==> src/shared/rcad_pkg.sv <==
// rcad_pkg: constants and types of the 8-bit core datapath.
// assumes one 100 MHz clock; four clocks make one instruction cycle.
package rcad_pkg;
    localparam int CLK_PERIOD_NS = 10;
    localparam int INSTR_CYCLE_NS = 40;
    localparam int CLKS_PER_INSTR = INSTR_CYCLE_NS / CLK_PERIOD_NS;
    localparam int INSTR_W = 14;
    localparam int PC_W = 13;
    localparam int STACK_DEPTH = 8;
    localparam logic [12:0] PC_RESET = 13'h0000;
    localparam logic [7:0] STATUS_RESET = 8'h18;
    localparam logic [7:0] FSR_RESET = 8'h00;
    localparam logic [13:0] NOP_WORD = 14'h0000;
    localparam logic [6:0] ADDR_INDIRECT = 7'h00;
    localparam logic [6:0] ADDR_PCL = 7'h02;
    localparam logic [6:0] ADDR_STATUS = 7'h03;
    localparam logic [6:0] ADDR_FSR = 7'h04;
    localparam int BIT_C = 0;
    localparam int BIT_DC = 1;
    localparam int BIT_Z = 2;

    typedef enum logic [3:0] {
        RCAD_Q1 = 4'h1,
        RCAD_Q2 = 4'h2,
        RCAD_Q3 = 4'h4,
        RCAD_Q4 = 4'h8
    } rcad_phase_t;

    typedef struct packed {
        logic [7:0] val;
        logic c;
        logic dc;
        logic c_en;
        logic dc_en;
        logic z_en;
        logic to_w;
        logic to_f;
    } rcad_alu_t;
endpackage

==> src/core/rcad_core.sv <==
// rcad_core: 8-bit core with accumulator, ALU, status flags, pc and stack.
// assumes a program rom and data ram on CLK that answer in the same cycle.
`timescale 1ns/1ns
module rcad_core (
    input wire logic CLK,
    input wire logic RESET_N,
    input wire logic RC_MODE,
    output logic [12:0] PROG_ADDR,
    input wire logic [13:0] PROG_DATA,
    output logic [7:0] DATA_ADDR,
    input wire logic [7:0] DATA_RDATA,
    output logic [7:0] DATA_WDATA,
    output logic DATA_WE,
    output logic INSTR_RATE_OUT,
    output logic [7:0] ACC,
    output logic [7:0] STATUS_OUT
);
    rcad_pkg::rcad_phase_t q;
    rcad_pkg::rcad_alu_t r;
    logic [13:0] ir;
    logic [7:0] opnd;
    logic [7:0] fsr;
    logic [12:0] stack [rcad_pkg::STACK_DEPTH];
    logic [2:0] sp;
    logic rc_m;
    logic rc_s;
    logic do_skip;
    logic do_goto;
    logic do_call;
    logic do_ret;
    logic jump;
    logic [2:0] sel;
    logic [7:0] eff;
    logic [7:0] next_status;

    // one-hot {fsr, status, pcl}; banks mirror the core registers
    function automatic logic [2:0] core_reg(input logic [7:0] a);
        core_reg = {a[6:0] == rcad_pkg::ADDR_FSR, a[6:0] == rcad_pkg::ADDR_STATUS,
                    a[6:0] == rcad_pkg::ADDR_PCL};
    endfunction

    function automatic rcad_pkg::rcad_alu_t add8(input logic [7:0] a, input logic [7:0] b,
                                                 input logic cin);
        logic [8:0] s;
        logic [4:0] n;
        s = {1'b0, a} + {1'b0, b} + {8'h00, cin};
        n = {1'b0, a[3:0]} + {1'b0, b[3:0]} + {4'h0, cin};
        add8 = '0;
        add8.val = s[7:0];
        add8.c = s[8];
        add8.dc = n[4];
        add8.c_en = 1'b1;
        add8.dc_en = 1'b1;
        add8.z_en = 1'b1;
    endfunction

    // pin input: two flops before use
    always_ff @(posedge CLK or negedge RESET_N) begin
        if (!RESET_N) begin
            rc_m <= 1'b0;
            rc_s <= 1'b0;
        end else begin
            rc_m <= RC_MODE;
            rc_s <= rc_m;
        end
    end

    // four phases per instruction cycle; reset pin is asynchronous
    always_ff @(posedge CLK or negedge RESET_N) begin
        if (!RESET_N) begin
            q <= rcad_pkg::RCAD_Q1;
        end else begin
            unique case (q)
                rcad_pkg::RCAD_Q1: q <= rcad_pkg::RCAD_Q2;
                rcad_pkg::RCAD_Q2: q <= rcad_pkg::RCAD_Q3;
                rcad_pkg::RCAD_Q3: q <= rcad_pkg::RCAD_Q4;
                rcad_pkg::RCAD_Q4: q <= rcad_pkg::RCAD_Q1;
            endcase
        end
    end

    // high during the second half of each cycle, low when not in RC mode
    always_ff @(posedge CLK or negedge RESET_N) begin
        if (!RESET_N) begin
            INSTR_RATE_OUT <= 1'b0;
        end else begin
            INSTR_RATE_OUT <= rc_s && (q == rcad_pkg::RCAD_Q2 || q == rcad_pkg::RCAD_Q3);
        end
    end

    // address 0 goes through the pointer register
    assign eff = (ir[6:0] == rcad_pkg::ADDR_INDIRECT) ? fsr : {1'b0, ir[6:0]};
    assign sel = core_reg(eff);

    // operand read in Q2; core registers answer instead of the data bus
    always_ff @(posedge CLK or negedge RESET_N) begin
        if (!RESET_N) begin
            DATA_ADDR <= 8'h00;
            opnd <= 8'h00;
        end else begin
            if (q == rcad_pkg::RCAD_Q1) begin
                DATA_ADDR <= eff;
            end
            if (q == rcad_pkg::RCAD_Q2) begin
                if (sel[0]) begin
                    opnd <= PROG_ADDR[7:0];
                end else if (sel[1]) begin
                    opnd <= STATUS_OUT;
                end else if (sel[2]) begin
                    opnd <= fsr;
                end else begin
                    opnd <= DATA_RDATA;
                end
            end
        end
    end

    // execute: valid through Q3 and Q4 while ir, opnd and ACC hold
    always_comb begin
        r = '0;
        do_skip = 1'b0;
        do_goto = 1'b0;
        do_call = 1'b0;
        do_ret = 1'b0;
        case (ir[13:12])
            2'b00: begin
                r.to_f = ir[7];
                r.to_w = !ir[7];
                r.z_en = 1'b1;
                case (ir[11:8])
                    4'h0: begin
                        r.val = ACC;
                        r.z_en = 1'b0;
                        r.to_w = 1'b0;
                        do_ret = !ir[7] && ir[6:1] == 6'h04;
                    end
                    4'h1: r.val = 8'h00;
                    4'h2: r = add8(opnd, ~ACC, 1'b1);
                    4'h3: r.val = opnd - 8'h01;
                    4'h4: r.val = opnd | ACC;
                    4'h5: r.val = opnd & ACC;
                    4'h6: r.val = opnd ^ ACC;
                    4'h7: r = add8(opnd, ACC, 1'b0);
                    4'h8: r.val = opnd;
                    4'h9: r.val = ~opnd;
                    4'ha: r.val = opnd + 8'h01;
                    4'hb: begin
                        r.val = opnd - 8'h01;
                        r.z_en = 1'b0;
                        do_skip = r.val == 8'h00;
                    end
                    4'hc: begin
                        r.val = {STATUS_OUT[rcad_pkg::BIT_C], opnd[7:1]};
                        r.c = opnd[0];
                        r.c_en = 1'b1;
                        r.z_en = 1'b0;
                    end
                    4'hd: begin
                        r.val = {opnd[6:0], STATUS_OUT[rcad_pkg::BIT_C]};
                        r.c = opnd[7];
                        r.c_en = 1'b1;
                        r.z_en = 1'b0;
                    end
                    4'he: begin
                        r.val = {opnd[3:0], opnd[7:4]};
                        r.z_en = 1'b0;
                    end
                    default: begin
                        r.val = opnd + 8'h01;
                        r.z_en = 1'b0;
                        do_skip = r.val == 8'h00;
                    end
                endcase
                if (ir[11:8] == 4'h2 || ir[11:8] == 4'h7) begin
                    r.to_f = ir[7];
                    r.to_w = !ir[7];
                end
            end
            2'b01: begin
                r.val = opnd;
                r.val[ir[9:7]] = ir[10];
                r.to_f = !ir[11];
                do_skip = ir[11] && (opnd[ir[9:7]] == ir[10]);
            end
            2'b10: begin
                do_goto = ir[11];
                do_call = !ir[11];
            end
            default: begin
                r.to_w = 1'b1;
                r.z_en = 1'b1;
                case (ir[11:8])
                    4'h8: r.val = ir[7:0] | ACC;
                    4'h9: r.val = ir[7:0] & ACC;
                    4'ha: r.val = ir[7:0] ^ ACC;
                    4'hb: r = '0; // spare literal slot: no write and no flag update
                    4'hc, 4'hd: r = add8(ir[7:0], ~ACC, 1'b1);
                    4'he, 4'hf: r = add8(ir[7:0], ACC, 1'b0);
                    default: begin
                        r.val = ir[7:0];
                        r.z_en = 1'b0;
                        do_ret = ir[10];
                    end
                endcase
                if (ir[11:9] >= 3'h6) begin
                    r.to_w = 1'b1;
                end
            end
        endcase
    end

    assign jump = do_skip || do_goto || do_call || do_ret || (r.to_f && sel[0]);

    always_comb begin
        next_status = (r.to_f && sel[1]) ? r.val : STATUS_OUT;
        if (r.z_en) begin
            next_status[rcad_pkg::BIT_Z] = r.val == 8'h00;
        end
        if (r.c_en) begin
            next_status[rcad_pkg::BIT_C] = r.c;
        end
        if (r.dc_en) begin
            next_status[rcad_pkg::BIT_DC] = r.dc;
        end
    end

    // commits at the end of Q4; the accumulator has no data address
    always_ff @(posedge CLK or negedge RESET_N) begin
        if (!RESET_N) begin
            ACC <= 8'h00;
            STATUS_OUT <= rcad_pkg::STATUS_RESET;
            fsr <= rcad_pkg::FSR_RESET;
        end else if (q == rcad_pkg::RCAD_Q4) begin
            if (r.to_w) begin
                ACC <= r.val;
            end
            STATUS_OUT <= next_status;
            if (r.to_f && sel[2]) begin
                fsr <= r.val;
            end
        end
    end

    // external file write strobes for one clock during Q4
    always_ff @(posedge CLK or negedge RESET_N) begin
        if (!RESET_N) begin
            DATA_WE <= 1'b0;
            DATA_WDATA <= 8'h00;
        end else begin
            DATA_WE <= q == rcad_pkg::RCAD_Q3 && r.to_f && sel == 3'b000;
            if (q == rcad_pkg::RCAD_Q3) begin
                DATA_WDATA <= r.val;
            end
        end
    end

    // fetch runs one cycle ahead; a jump drops the fetched word
    always_ff @(posedge CLK or negedge RESET_N) begin
        if (!RESET_N) begin
            PROG_ADDR <= rcad_pkg::PC_RESET;
            ir <= rcad_pkg::NOP_WORD;
            sp <= 3'h0;
            for (int i = 0; i < rcad_pkg::STACK_DEPTH; i++) begin
                stack[i] <= rcad_pkg::PC_RESET;
            end
        end else if (q == rcad_pkg::RCAD_Q4) begin
            ir <= jump ? rcad_pkg::NOP_WORD : PROG_DATA;
            if (do_goto || do_call) begin
                PROG_ADDR <= {PROG_ADDR[12:11], ir[10:0]};
            end else if (do_ret) begin
                PROG_ADDR <= stack[sp - 3'h1];
            end else if (r.to_f && sel[0]) begin
                PROG_ADDR <= {PROG_ADDR[12:8], r.val};
            end else begin
                PROG_ADDR <= PROG_ADDR + 13'h0001;
            end
            if (do_call) begin
                stack[sp] <= PROG_ADDR;
                sp <= sp + 3'h1;
            end else if (do_ret) begin
                sp <= sp - 3'h1;
            end
        end
    end
endmodule // rcad_core

==> config.mk <==
export PLATFORM = sky130hd
export DESIGN_NAME = rcad_core
export DESIGN_NICKNAME = d
export VERILOG_FILES = /design/src/shared/rcad_pkg.sv /design/src/core/rcad_core.sv
export SDC_FILE = /design/constraint.sdc
export NUM_CORES = 1
export LEC_CHECK = 0
export BUFFER_PORTS_ARGS = -buffer_cell sky130_fd_sc_hd__buf_2
export CAP_MARGIN = 30
export CORE_AREA = 2 2 210 212
export DETAILED_ROUTE_END_ITERATION = 10
export DIE_AREA = 0 0 212 214
export PLACE_DENSITY = 0.55
export RECOVER_POWER = 100
export SLEW_MARGIN = 20
export SYNTH_ARGS = -nofsm -noshare
export SYNTH_HDL_FRONTEND = slang
export SYNTH_SLANG_ARGS = --single-unit
export TNS_END_PERCENT = 5
==> constraint.sdc <==
create_clock -name CLK -period 3.35 [get_ports CLK]
set_clock_uncertainty 0.05 [all_clocks]
set_input_delay 0.1675 -clock CLK [delete_from_list [all_inputs] [get_ports CLK]]
set_output_delay 0.1675 -clock CLK [all_outputs]
set_load 0.02 [all_outputs]
==> impl_metrics.yaml, run 1 <==
yosys:
  synth_area_leader_cell: "dfrtp_1"
  synth_edf_count: 0
  netlist_instances: 1307
  synth_area_sq_um: 12780
  synth_top_area_share: 0.3662
  ys_types: 87
  ys_ff_latch: 190
  synthTopCellsByArea: "dfrtp_1 (37%), mux2_2 (11%), ha_1 (5.4%), mux4_2 (4.6%), a21oi_1 (3.8%)"
  synthFlopType: "dfrtp_1"
  async_flop_share: 1.000
  syn_nets: 1391
  seq_area_frac_synth: 0.3723
  syn-mean-instance-area_sq_um: 9.778
  yosys_warnings: 0
sta:
  setup_viol: 0
  finalCritPeriodShare: 0.9782
  clock.fmax_mhz: 305.2
  finalCriticalPeriod_ns: 3.277
  worstMarginPinSlew_ns: 2.273
  rsz0062_at_grt: "yes"
  slew_viol_final: 87
  finalHoldViolCount: 0
  slew_headroom: -0.5154
critical_path:
  cp_max_fo: 4
  slowest_stage: "or4_4"
  cp.required_ns: 3.68
  critPathArrivalTime_ns: 3.61
  path_class: "flip-flop to flip-flop"
  start_kind: "flip-flop"
  worstPathCellList: "ha_1, inv_1, fa_1, nand2b_1, a21oi_2, or4b_2, a31oi_1, nor4_1, buf_4, o2111ai_2, or4_4, o31ai_2, a21o_1"
  startpoint: "ACC[0]$_DFFE_PN0P_"
  r2r_start: "ACC[0]$_DFFE_PN0P_"
  critPathMaxStageDelay_ns: 0.53
  end_kind: "flip-flop"
routing:
  drtIter0Drc: 1049
  drc: 0
  ant_nets: 0
  totalWireLength_um: 44990
  post_drt_wl_per_cell_um: 22.10
  firstDrtPassIters: 7
  vias: 11140
  avgViaCountPerCell: 5.472
placement:
  placed_cells: 1986
  dp_hpwl_um: 33340
  io_buffers: 71
  post_dp_cell_area_sq_um: 14450
  gp_congestion: 0.9523
pwr:
  p_leak_nw: 6.563
  powerDensity_nw_per_um2: 837.8
  max-vdd-ir-drop_v: 0.0003873
finish:
  drive_gt1_frac: 0.2488
  syn2layout_area_growth_pct: 18.33
  n_antenna_cell: 0
  final_cell_area_sq_um: 15120
  final_core_util: 0.3526
  final_cell_mix: "dfrtp_1 (183), mux2_2 (120), buf_4 (106)"
  final_common_cell: "dfrtp_1"
  final_cells: 2036
  final_nets: 1522
clocking:
  clk_pin_slew_ns: 0.09
  root_buffer: "clkbuf_16"
  cts_buffers: 17
  cts_sinks: 190
  cts_tree: "done"
  clock_latency_ns: 0.46
  max-clock-path-buffers: 2
  htreeDepth: 4
status:
  violations: "max-capacitance violations, max-slew violations"
  status: "complete, but fails checks"
die:
  core_area_sq_um: 42890
  start_util: 0.2980
  ios: 72
  die-area_sq_um: 45370
  fp.dieH_um: 214
  die_x_um: 212
  row_count: 76
hold_path:
  hp-class: "flip-flop to flip-flop"
  min_from: "rc_m$_DFF_PN0_"
global_routing:
  grt_max_degree: 88
  grt_pass1_vias: 11100
  grtUsageTotal: 0.1992
  antenna_found_initial: 0
  grt_overflow: 0
  grt_pass1_wl_um: 69450
job:
  max-cap-violations: 1
==> through the flow <==
| step | power (mW) | hold WS, ns | setup WS, ns | setup TNS, ns |
|---|---|---|---|---|
| 2_1_floorplan | 7.617 | -0.1781 | 0.03893 | 0 |
| 3_3_place_gp | 10.45 | 0.2214 | 0.009125 | 0 |
| 3_5_place_dp | 10.48 | 0.2324 | -0.05274 | -0.05831 |
| 4_1_cts | 12.70 | 0.2997 | -0.05244 | -0.05244 |
| 5_1_grt | 13.44 | 0.3284 | -0.08090 | -0.6278 |
| 6_report | 12.67 | 0.3173 | 0.07292 | 0 |
==> Yosys cell counts, types with 8 or more instances <==
cell type  count
nand3_1       25
xnor2_1       26
ha_1          55
a311o_1        9
mux2i_1       25
nand4_1       11
mux4_2        26
and3_1         9
o211ai_1      10
a22o_1        19
o21ai_0       85
buf_6          8
mux2_2       120
nand2b_1      25
nor3_1        24
a211oi_1      26
nand2_1       83
clkbuf_1      64
nor4_1         8
a31oi_1       11
nor2_1        88
a21oi_1       97
nor2b_1       20
buf_2         27
dfrtp_1      187
inv_1         48
==> logic make-up after synthesis <==
| kind of cell | share of synthesized area |
|---|---|
| multiplexers | 0.1729 |
| adder cells (fa/ha/maj) | 0.06011 |
| buffers and inverters | 0.05757 |
| AO/OA/AOI/OAI | 0.1781 |
| flip-flops | 0.3723 |
| XOR/XNOR | 0.02262 |
| AND/OR/NAND/NOR | 0.1364 |
==> final timing paths <==
path                                                   to  slack, ns  depth (start not counted)
worst max-delay path            STATUS_OUT[2]$_DFFE_PN0P_       0.07                         13
worst min-delay path                       rc_s$_DFF_PN0_       0.32                          0
worst max register to register  STATUS_OUT[2]$_DFFE_PN0P_       0.07                         13
worst min register to register             rc_s$_DFF_PN0_       0.32                          0
max in group asynchronous        DATA_ADDR[3]$_DFFE_PN0N_       0.71                          3
min in group asynchronous           stack[84]$_DFFE_PN0P_       0.86                          2
==> where the power goes <==
part | internal, mW | switching [mW] | total, mW | leakage (nW)
Sequential | 2.73 | 0.712 | 3.45 | 2.51
Combinational | 2.87 | 4.22 | 7.09 | 3.75
Clock | 1.05 | 1.09 | 2.14 | 0.302
==> layer usage <==
layer  routed length (um)  GRT usage  vias to the layer above
li1                     -          -                     5041
met1                20200     0.2774                     5647
met2                21040     0.3177                      378
met3                 2596    0.03299                       75
met4                 1152    0.05728                        0
met5                    0          0                        -
==> registers in the layout, indices dropped and copies added, names as in the netlist, 4 cells and up <==
| name | count |
|---|---|
| PROG_ADDR | 13 |
| DATA_ADDR | 8 |
| STATUS_OUT | 8 |
| ACC | 8 |
| opnd | 8 |
| fsr | 8 |
| DATA_WDATA | 8 |
| stack | 104 |
| q | 4 |
| ir | 14 |
==> layout make-up <==
type                            count  area (sq um)
Clock buffer                       18         439.2
Clock inverter                     14         187.7
Fill cell                        4421         27760
Inverter                           52         195.2
Multi-Input combinational cell    955          7333
Sequential cell                   190          4763
Tap cell                          585         732.0
Timing Repair Buffer              222          1471
==> repair_timing <==
item / CTS / global route
hold buffers: 16 / 0
setup buffers: 0 / 2
setup endpoints to repair: 2 / 15
gates resized for setup: 1 / 9
hold endpoints to repair: 100 / 0
==> worst max-delay path: cells and delay by family, from the launching register on <==
kind	cells	cell delay [ns]
AND/OR/NAND/NOR	4	1.18
AO/OA/AOI/OAI	5	0.75
flip-flops	1	0.40
buffers and inverters	2	0.24
adder cells (fa/ha/maj)	2	0.58
(Power assumes the default switching activity.)
==> inputs of run 2 (changes only) <==
- clock period: 3.35 -> 2.9 ns (I/O delays scaled with it)
==> impl_metrics.yaml, run 2 (synthesis gave the netlist of run 1 again) <==
die:
  ios: 72
  start_util: 0.2980
  die_x_um: 212
  row_count: 76
  fp.dieH_um: 214
  die-area_sq_um: 45370
  core_area_sq_um: 42890
clocking:
  root_buffer: "clkbuf_16"
  clk_pin_slew_ns: 0.08
  clock_latency_ns: 0.45
  cts_buffers: 17
  cts_sinks: 190
  max-clock-path-buffers: 2
  cts_tree: "done"
  htreeDepth: 4
critical_path:
  cp_num_buf_inv: 1
  worstPathCellList: "ha_4, fa_2, o21bai_4, a21oi_2, buf_4, a221o_1, o21ai_2, a221oi_2, a221o_1, or4_4, o31ai_2, a21o_1"
  cp.required_ns: 3.25
  cp_common_cell: "a221o_1"
  critPathArrivalTime_ns: 3.55
  slowest_stage: "or4_4"
  critPathMaxStageDelay_ns: 0.52
  end_kind: "flip-flop"
  path_class: "flip-flop to flip-flop"
  cp_top_family: "compound AO/OA/AOI/OAI gates"
  start_kind: "flip-flop"
  cp_max_fo: 4
sta:
  finalCritPeriodShare: 1.104
  slew_headroom: -0.2150
  setup_viol: 22
  rsz0062_at_grt: "yes"
  worstMarginPinSlew_ns: 1.822
  finalCriticalPeriod_ns: 3.201
  clock.fmax_mhz: 312.4
  finalWorstSetupSlack_ns: -0.3009
  slew_viol_final: 69
  holdWs_ns: 0.2954
  finalHoldViolCount: 0
routing:
  drtIter0Drc: 858
  avgViaCountPerCell: 5.301
  post_drt_wl_per_cell_um: 22.00
  drc: 0
  firstDrtPassIters: 5
  ant_nets: 0
  totalWireLength_um: 48090
  vias: 11590
pwr:
  powerDensity_nw_per_um2: 989.1
  p_leak_nw: 7.505
  max-vdd-ir-drop_v: 0.0005848
finish:
  syn2layout_area_growth_pct: 32.00
  largest_reg_flops: 104
  final_cell_mix: "buf_4 (263), dfrtp_1 (181), mux2_2 (117)"
  multiInputGateArea_sq_um: 7799
  n_antenna_cell: 0
  final_nets: 1672
  top_register: "stack"
  regArea_sq_um: 4766
  nFillCells: 4265
  reg_top3: "stack (104), ir (14), PROG_ADDR (13)"
  drive_gt1_frac: 0.3841
  final_common_cell: "buf_4"
status:
  violations: "max-capacitance violations, max-slew violations, negative setup slack"
  status: "complete, but fails checks"
placement:
  place_ws_ns: -0.4747
  gp_congestion: 0.9666
  io_buffers: 71
  dp_hpwl_um: 36660
global_routing:
  grt_busiest_layer: "met2"
  grt_pass1_wl_um: 74140
  grt_overflow: 0
  use_met3: 0.02448
  antenna_found_initial: 0
  met1_usage: 0.2929
  grtUsageTotal: 0.2157
  grt_max_degree: 73
  grt_pass1_vias: 11800
  use_met2: 0.3593
job:
  max-cap-violations: 1
hold_path:
  hp-class: "primary input to flip-flop"
[run 2: cell count changes in the layout (fill, tap and decap cells not counted), moves of 6 or more]
cell / delta
a211oi_1: -6
buf_2: +14
buf_4: +157
ha_4: +8
clkbuf_1: -31
o21ai_1: +10
ha_1: -11
o21ai_0: -13
clkinv_8: -7
a211oi_2: +6
inv_1: -9
a21oi_1: -6
buf_6: +11
[run 2: layer usage]
metal	wire length [um]	share of wire
met5	0	0
met4	1218	0.025
met3	1889	0.039
met2	23120	0.48
met1	21860	0.45
[run 2: worst paths after layout]
check | to | slack (ns) | from | depth (start not counted)
setup / recovery | STATUS_OUT[2]$_DFFE_PN0P_ | -0.30 | ACC[0]$_DFFE_PN0P_ | 12
hold / removal | rc_m$_DFF_PN0_ | 0.30 | RC_MODE | 2
setup reg to reg | STATUS_OUT[2]$_DFFE_PN0P_ | -0.30 | ACC[0]$_DFFE_PN0P_ | 12
hold reg to reg | rc_s$_DFF_PN0_ | 0.30 | rc_m$_DFF_PN0_ | 0
max in group asynchronous | stack[54]$_DFFE_PN0P_ | 0.36 | RESET_N | 3
min in group asynchronous | stack[33]$_DFFE_PN0P_ | 0.68 | RESET_N | 2
[run 2: per-stage QoR]
stage	instance area, sq um	util	instances	setup TNS, ns	total power [mW]
4_1_cts	16690	0.3891	2185	-1.869	16.38
3_3_place_gp	15610	0.3641	2129	-6.814	13.35
6_report	16870	0.3933	2186	-1.503	16.68
5_1_grt	16870	0.3933	2186	-12.61	17.69
2_1_floorplan	12850	-	1307	-0.1710	8.865
3_5_place_dp	15610	0.3641	2129	-8.094	13.36
[run 2: repair_timing]
action,in CTS,in global routing
endpoints found under the hold margin,79,0
endpoints found under the setup margin,53,59
gates cloned,0,0
hold buffers,16,0
gates resized for setup,62,55
pin swaps,30,15
setup buffers,8,1
[run 2: where the power goes]
| group | internal [mW] | switching [mW] | total, mW |
|---|---|---|---|
| Combinational | 4.68 | 5.69 | 10.4 |
| Sequential | 3.17 | 0.660 | 3.83 |
| Clock | 1.39 | 1.10 | 2.49 |
[run 2: area by class of cell]
cell class	instances	area share
multi-input combinational	955	0.4623
tap	585	0.04339
sequential	190	0.2825
clock buffer	20	0.02648
inverter	52	0.01216
timing repair buffer	372	0.1638
clock inverter	12	0.009346
==> inputs of run 3 (changes only) <==
- clock period: 2.9 -> 2.6 ns (I/O delays scaled with it)
==> impl_metrics.yaml, run 3 (synthesis gave the netlist of run 1 again) <==
critical_path:
  slowest_stage: "or4_4"
  critPathMaxStageDelay_ns: 0.53
  end_kind: "flip-flop"
  path_class: "flip-flop to flip-flop"
  cp.required_ns: 2.95
  r2r_cells: 12
  regToRegSetupSlack_ns: -0.62
  r2r-end: "STATUS_OUT[2]$_DFFE_PN0P_"
  start_kind: "flip-flop"
  critPathArrivalTime_ns: 3.57
  worstPathCellList: "clkinvlp_4, buf_6, ha_1, xor2_1, a32oi_1, a2bb2oi_1, a31oi_1, a2bb2oi_2, nand4bb_1, or4_4, o41ai_2, a21o_1"
  cp_max_fo: 5
  r2r_start: "opnd[1]$_DFFE_PN0N_"
sta:
  holdWs_ns: 0.2815
  clock.fmax_mhz: 310.4
  slew_headroom: -0.2193
  setup_viol: 63
  worstMarginPinSlew_ns: 1.829
  finalHoldViolCount: 0
  rsz0062_at_grt: "yes"
  finalWorstSetupSlack_ns: -0.6213
  finalCriticalPeriod_ns: 3.221
  setup_tns_ns: -17.17
  finalCritPeriodShare: 1.239
  slew_viol_final: 70
finish:
  final_cell_mix: "buf_4 (260), dfrtp_1 (179), mux2_2 (114)"
  final_nets: 1699
  final_core_util: 0.3970
  final_common_cell: "buf_4"
  reg_top3: "stack (104), ir (14), PROG_ADDR (13)"
  final_cell_area_sq_um: 17020
  drive_gt1_frac: 0.3811
  final_cells: 2212
  top_register: "stack"
  n_antenna_cell: 0
  largest_reg_flops: 104
  syn2layout_area_growth_pct: 33.21
routing:
  firstDrtPassIters: 7
  drc: 0
  post_drt_wl_per_cell_um: 21.45
  ant_nets: 0
  vias: 11720
  avgViaCountPerCell: 5.299
  totalWireLength_um: 47450
  drtIter0Drc: 728
clocking:
  root_buffer: "clkbuf_16"
  cts_buffers: 17
  cts_sinks: 190
  max-clock-path-buffers: 2
  clk_pin_slew_ns: 0.09
  cts_tree: "done"
  htreeDepth: 4
  clock_latency_ns: 0.45
die:
  die-area_sq_um: 45370
  ios: 72
  row_count: 76
  fp.dieH_um: 214
  die_x_um: 212
  core_area_sq_um: 42890
  start_util: 0.2980
placement:
  post_dp_cell_area_sq_um: 15980
  dp_hpwl_um: 36380
  io_buffers: 71
  place_ws_ns: -0.9888
  gp_congestion: 0.9588
  placed_cells: 2163
pwr:
  max-vdd-ir-drop_v: 0.0006173
  p_leak_nw: 7.550
  total_power_mw: 18.58
  powerDensity_nw_per_um2: 1091
global_routing:
  grt_pass1_vias: 11880
  grtUsageTotal: 0.2112
  grt_max_degree: 70
  grt_overflow: 0
  grt_pass1_wl_um: 73180
  antenna_found_initial: 0
status:
  status: "complete, but fails checks"
  violations: "max-capacitance violations, max-slew violations, negative setup slack"
hold_path:
  min_from: "RC_MODE"
  min_to: "rc_m$_DFF_PN0_"
  worstHoldPathCells: 2
  hp-class: "primary input to flip-flop"
job:
  max-cap-violations: 1
## run 3: cell count changes in the layout (fill, tap and decap cells not counted), moves of 4 or more
cell	delta
ha_1	+6
clkbuf_1	+22
a21oi_1	-6
inv_8	+5
a21oi_2	+4
buf_6	+4
buf_2	-10
ha_4	-4
clkbuf_2	+5
buf_12	+7
## run 3: what timing repair did
action,CTS,global route
pin swaps,28,15
buffers inserted,1,1
hold buffers,16,0
resized for setup,84,42
endpoints found under the setup margin,63,75
hold endpoints to repair,79,0
## run 3: worst max path at each step
stage / start / end / slack, ns / depth (start not counted)
after detailed placement: ACC[0]$_DFFE_PN0P_ / STATUS_OUT[2]$_DFFE_PN0P_ / -0.99 / 12
after global placement: ACC[0]$_DFFE_PN0P_ / STATUS_OUT[2]$_DFFE_PN0P_ / -0.96 / 12
after CTS: opnd[0]$_DFFE_PN0N_ / STATUS_OUT[2]$_DFFE_PN0P_ / -0.62 / 13
final: opnd[1]$_DFFE_PN0N_ / STATUS_OUT[2]$_DFFE_PN0P_ / -0.62 / 12
after floorplan: ACC[0]$_DFFE_PN0P_ / STATUS_OUT[2]$_DFFE_PN0P_ / -0.43 / 12
after global routing: opnd[0]$_DFFE_PN0N_ / STATUS_OUT[2]$_DFFE_PN0P_ / -0.71 / 13
## run 3: worst max-delay path, delay by kind of cell (launching register included)
| family | cells | cell delay (ns) |
|---|---|---|
| compound gates | 6 | 1.20 |
| xor+xnor | 1 | 0.20 |
| fa+ha+maj | 1 | 0.24 |
| buf+inv | 2 | 0.31 |
| flops | 1 | 0.39 |
| simple gates | 2 | 0.77 |
## run 3: power by group
part           switching [mW]  leakage (nW)  internal [mW]
Sequential              0.613          2.51           3.53
Clock                    1.36         0.283           1.28
Combinational            6.46          4.76           5.33
Total                    8.44          7.55           10.1
## run 3: metal layers
layer  vias up  wire, um  track usage
met5         -         0            0
met4         0      1431      0.06150
met3        82      2054      0.02859
met2       310     22730       0.3505
met1      5936     21230       0.2861
li1       5394         -            -
## run 3: cell type report
cell class	instances	area [sq um]
Multi-Input combinational cell	955	7762
Tap cell	585	732.0
Fill cell	4292	25860
Clock inverter	14	150.1
Sequential cell	190	4768
Timing Repair Buffer	399	2983
Inverter	52	202.7
Clock buffer	17	425.4
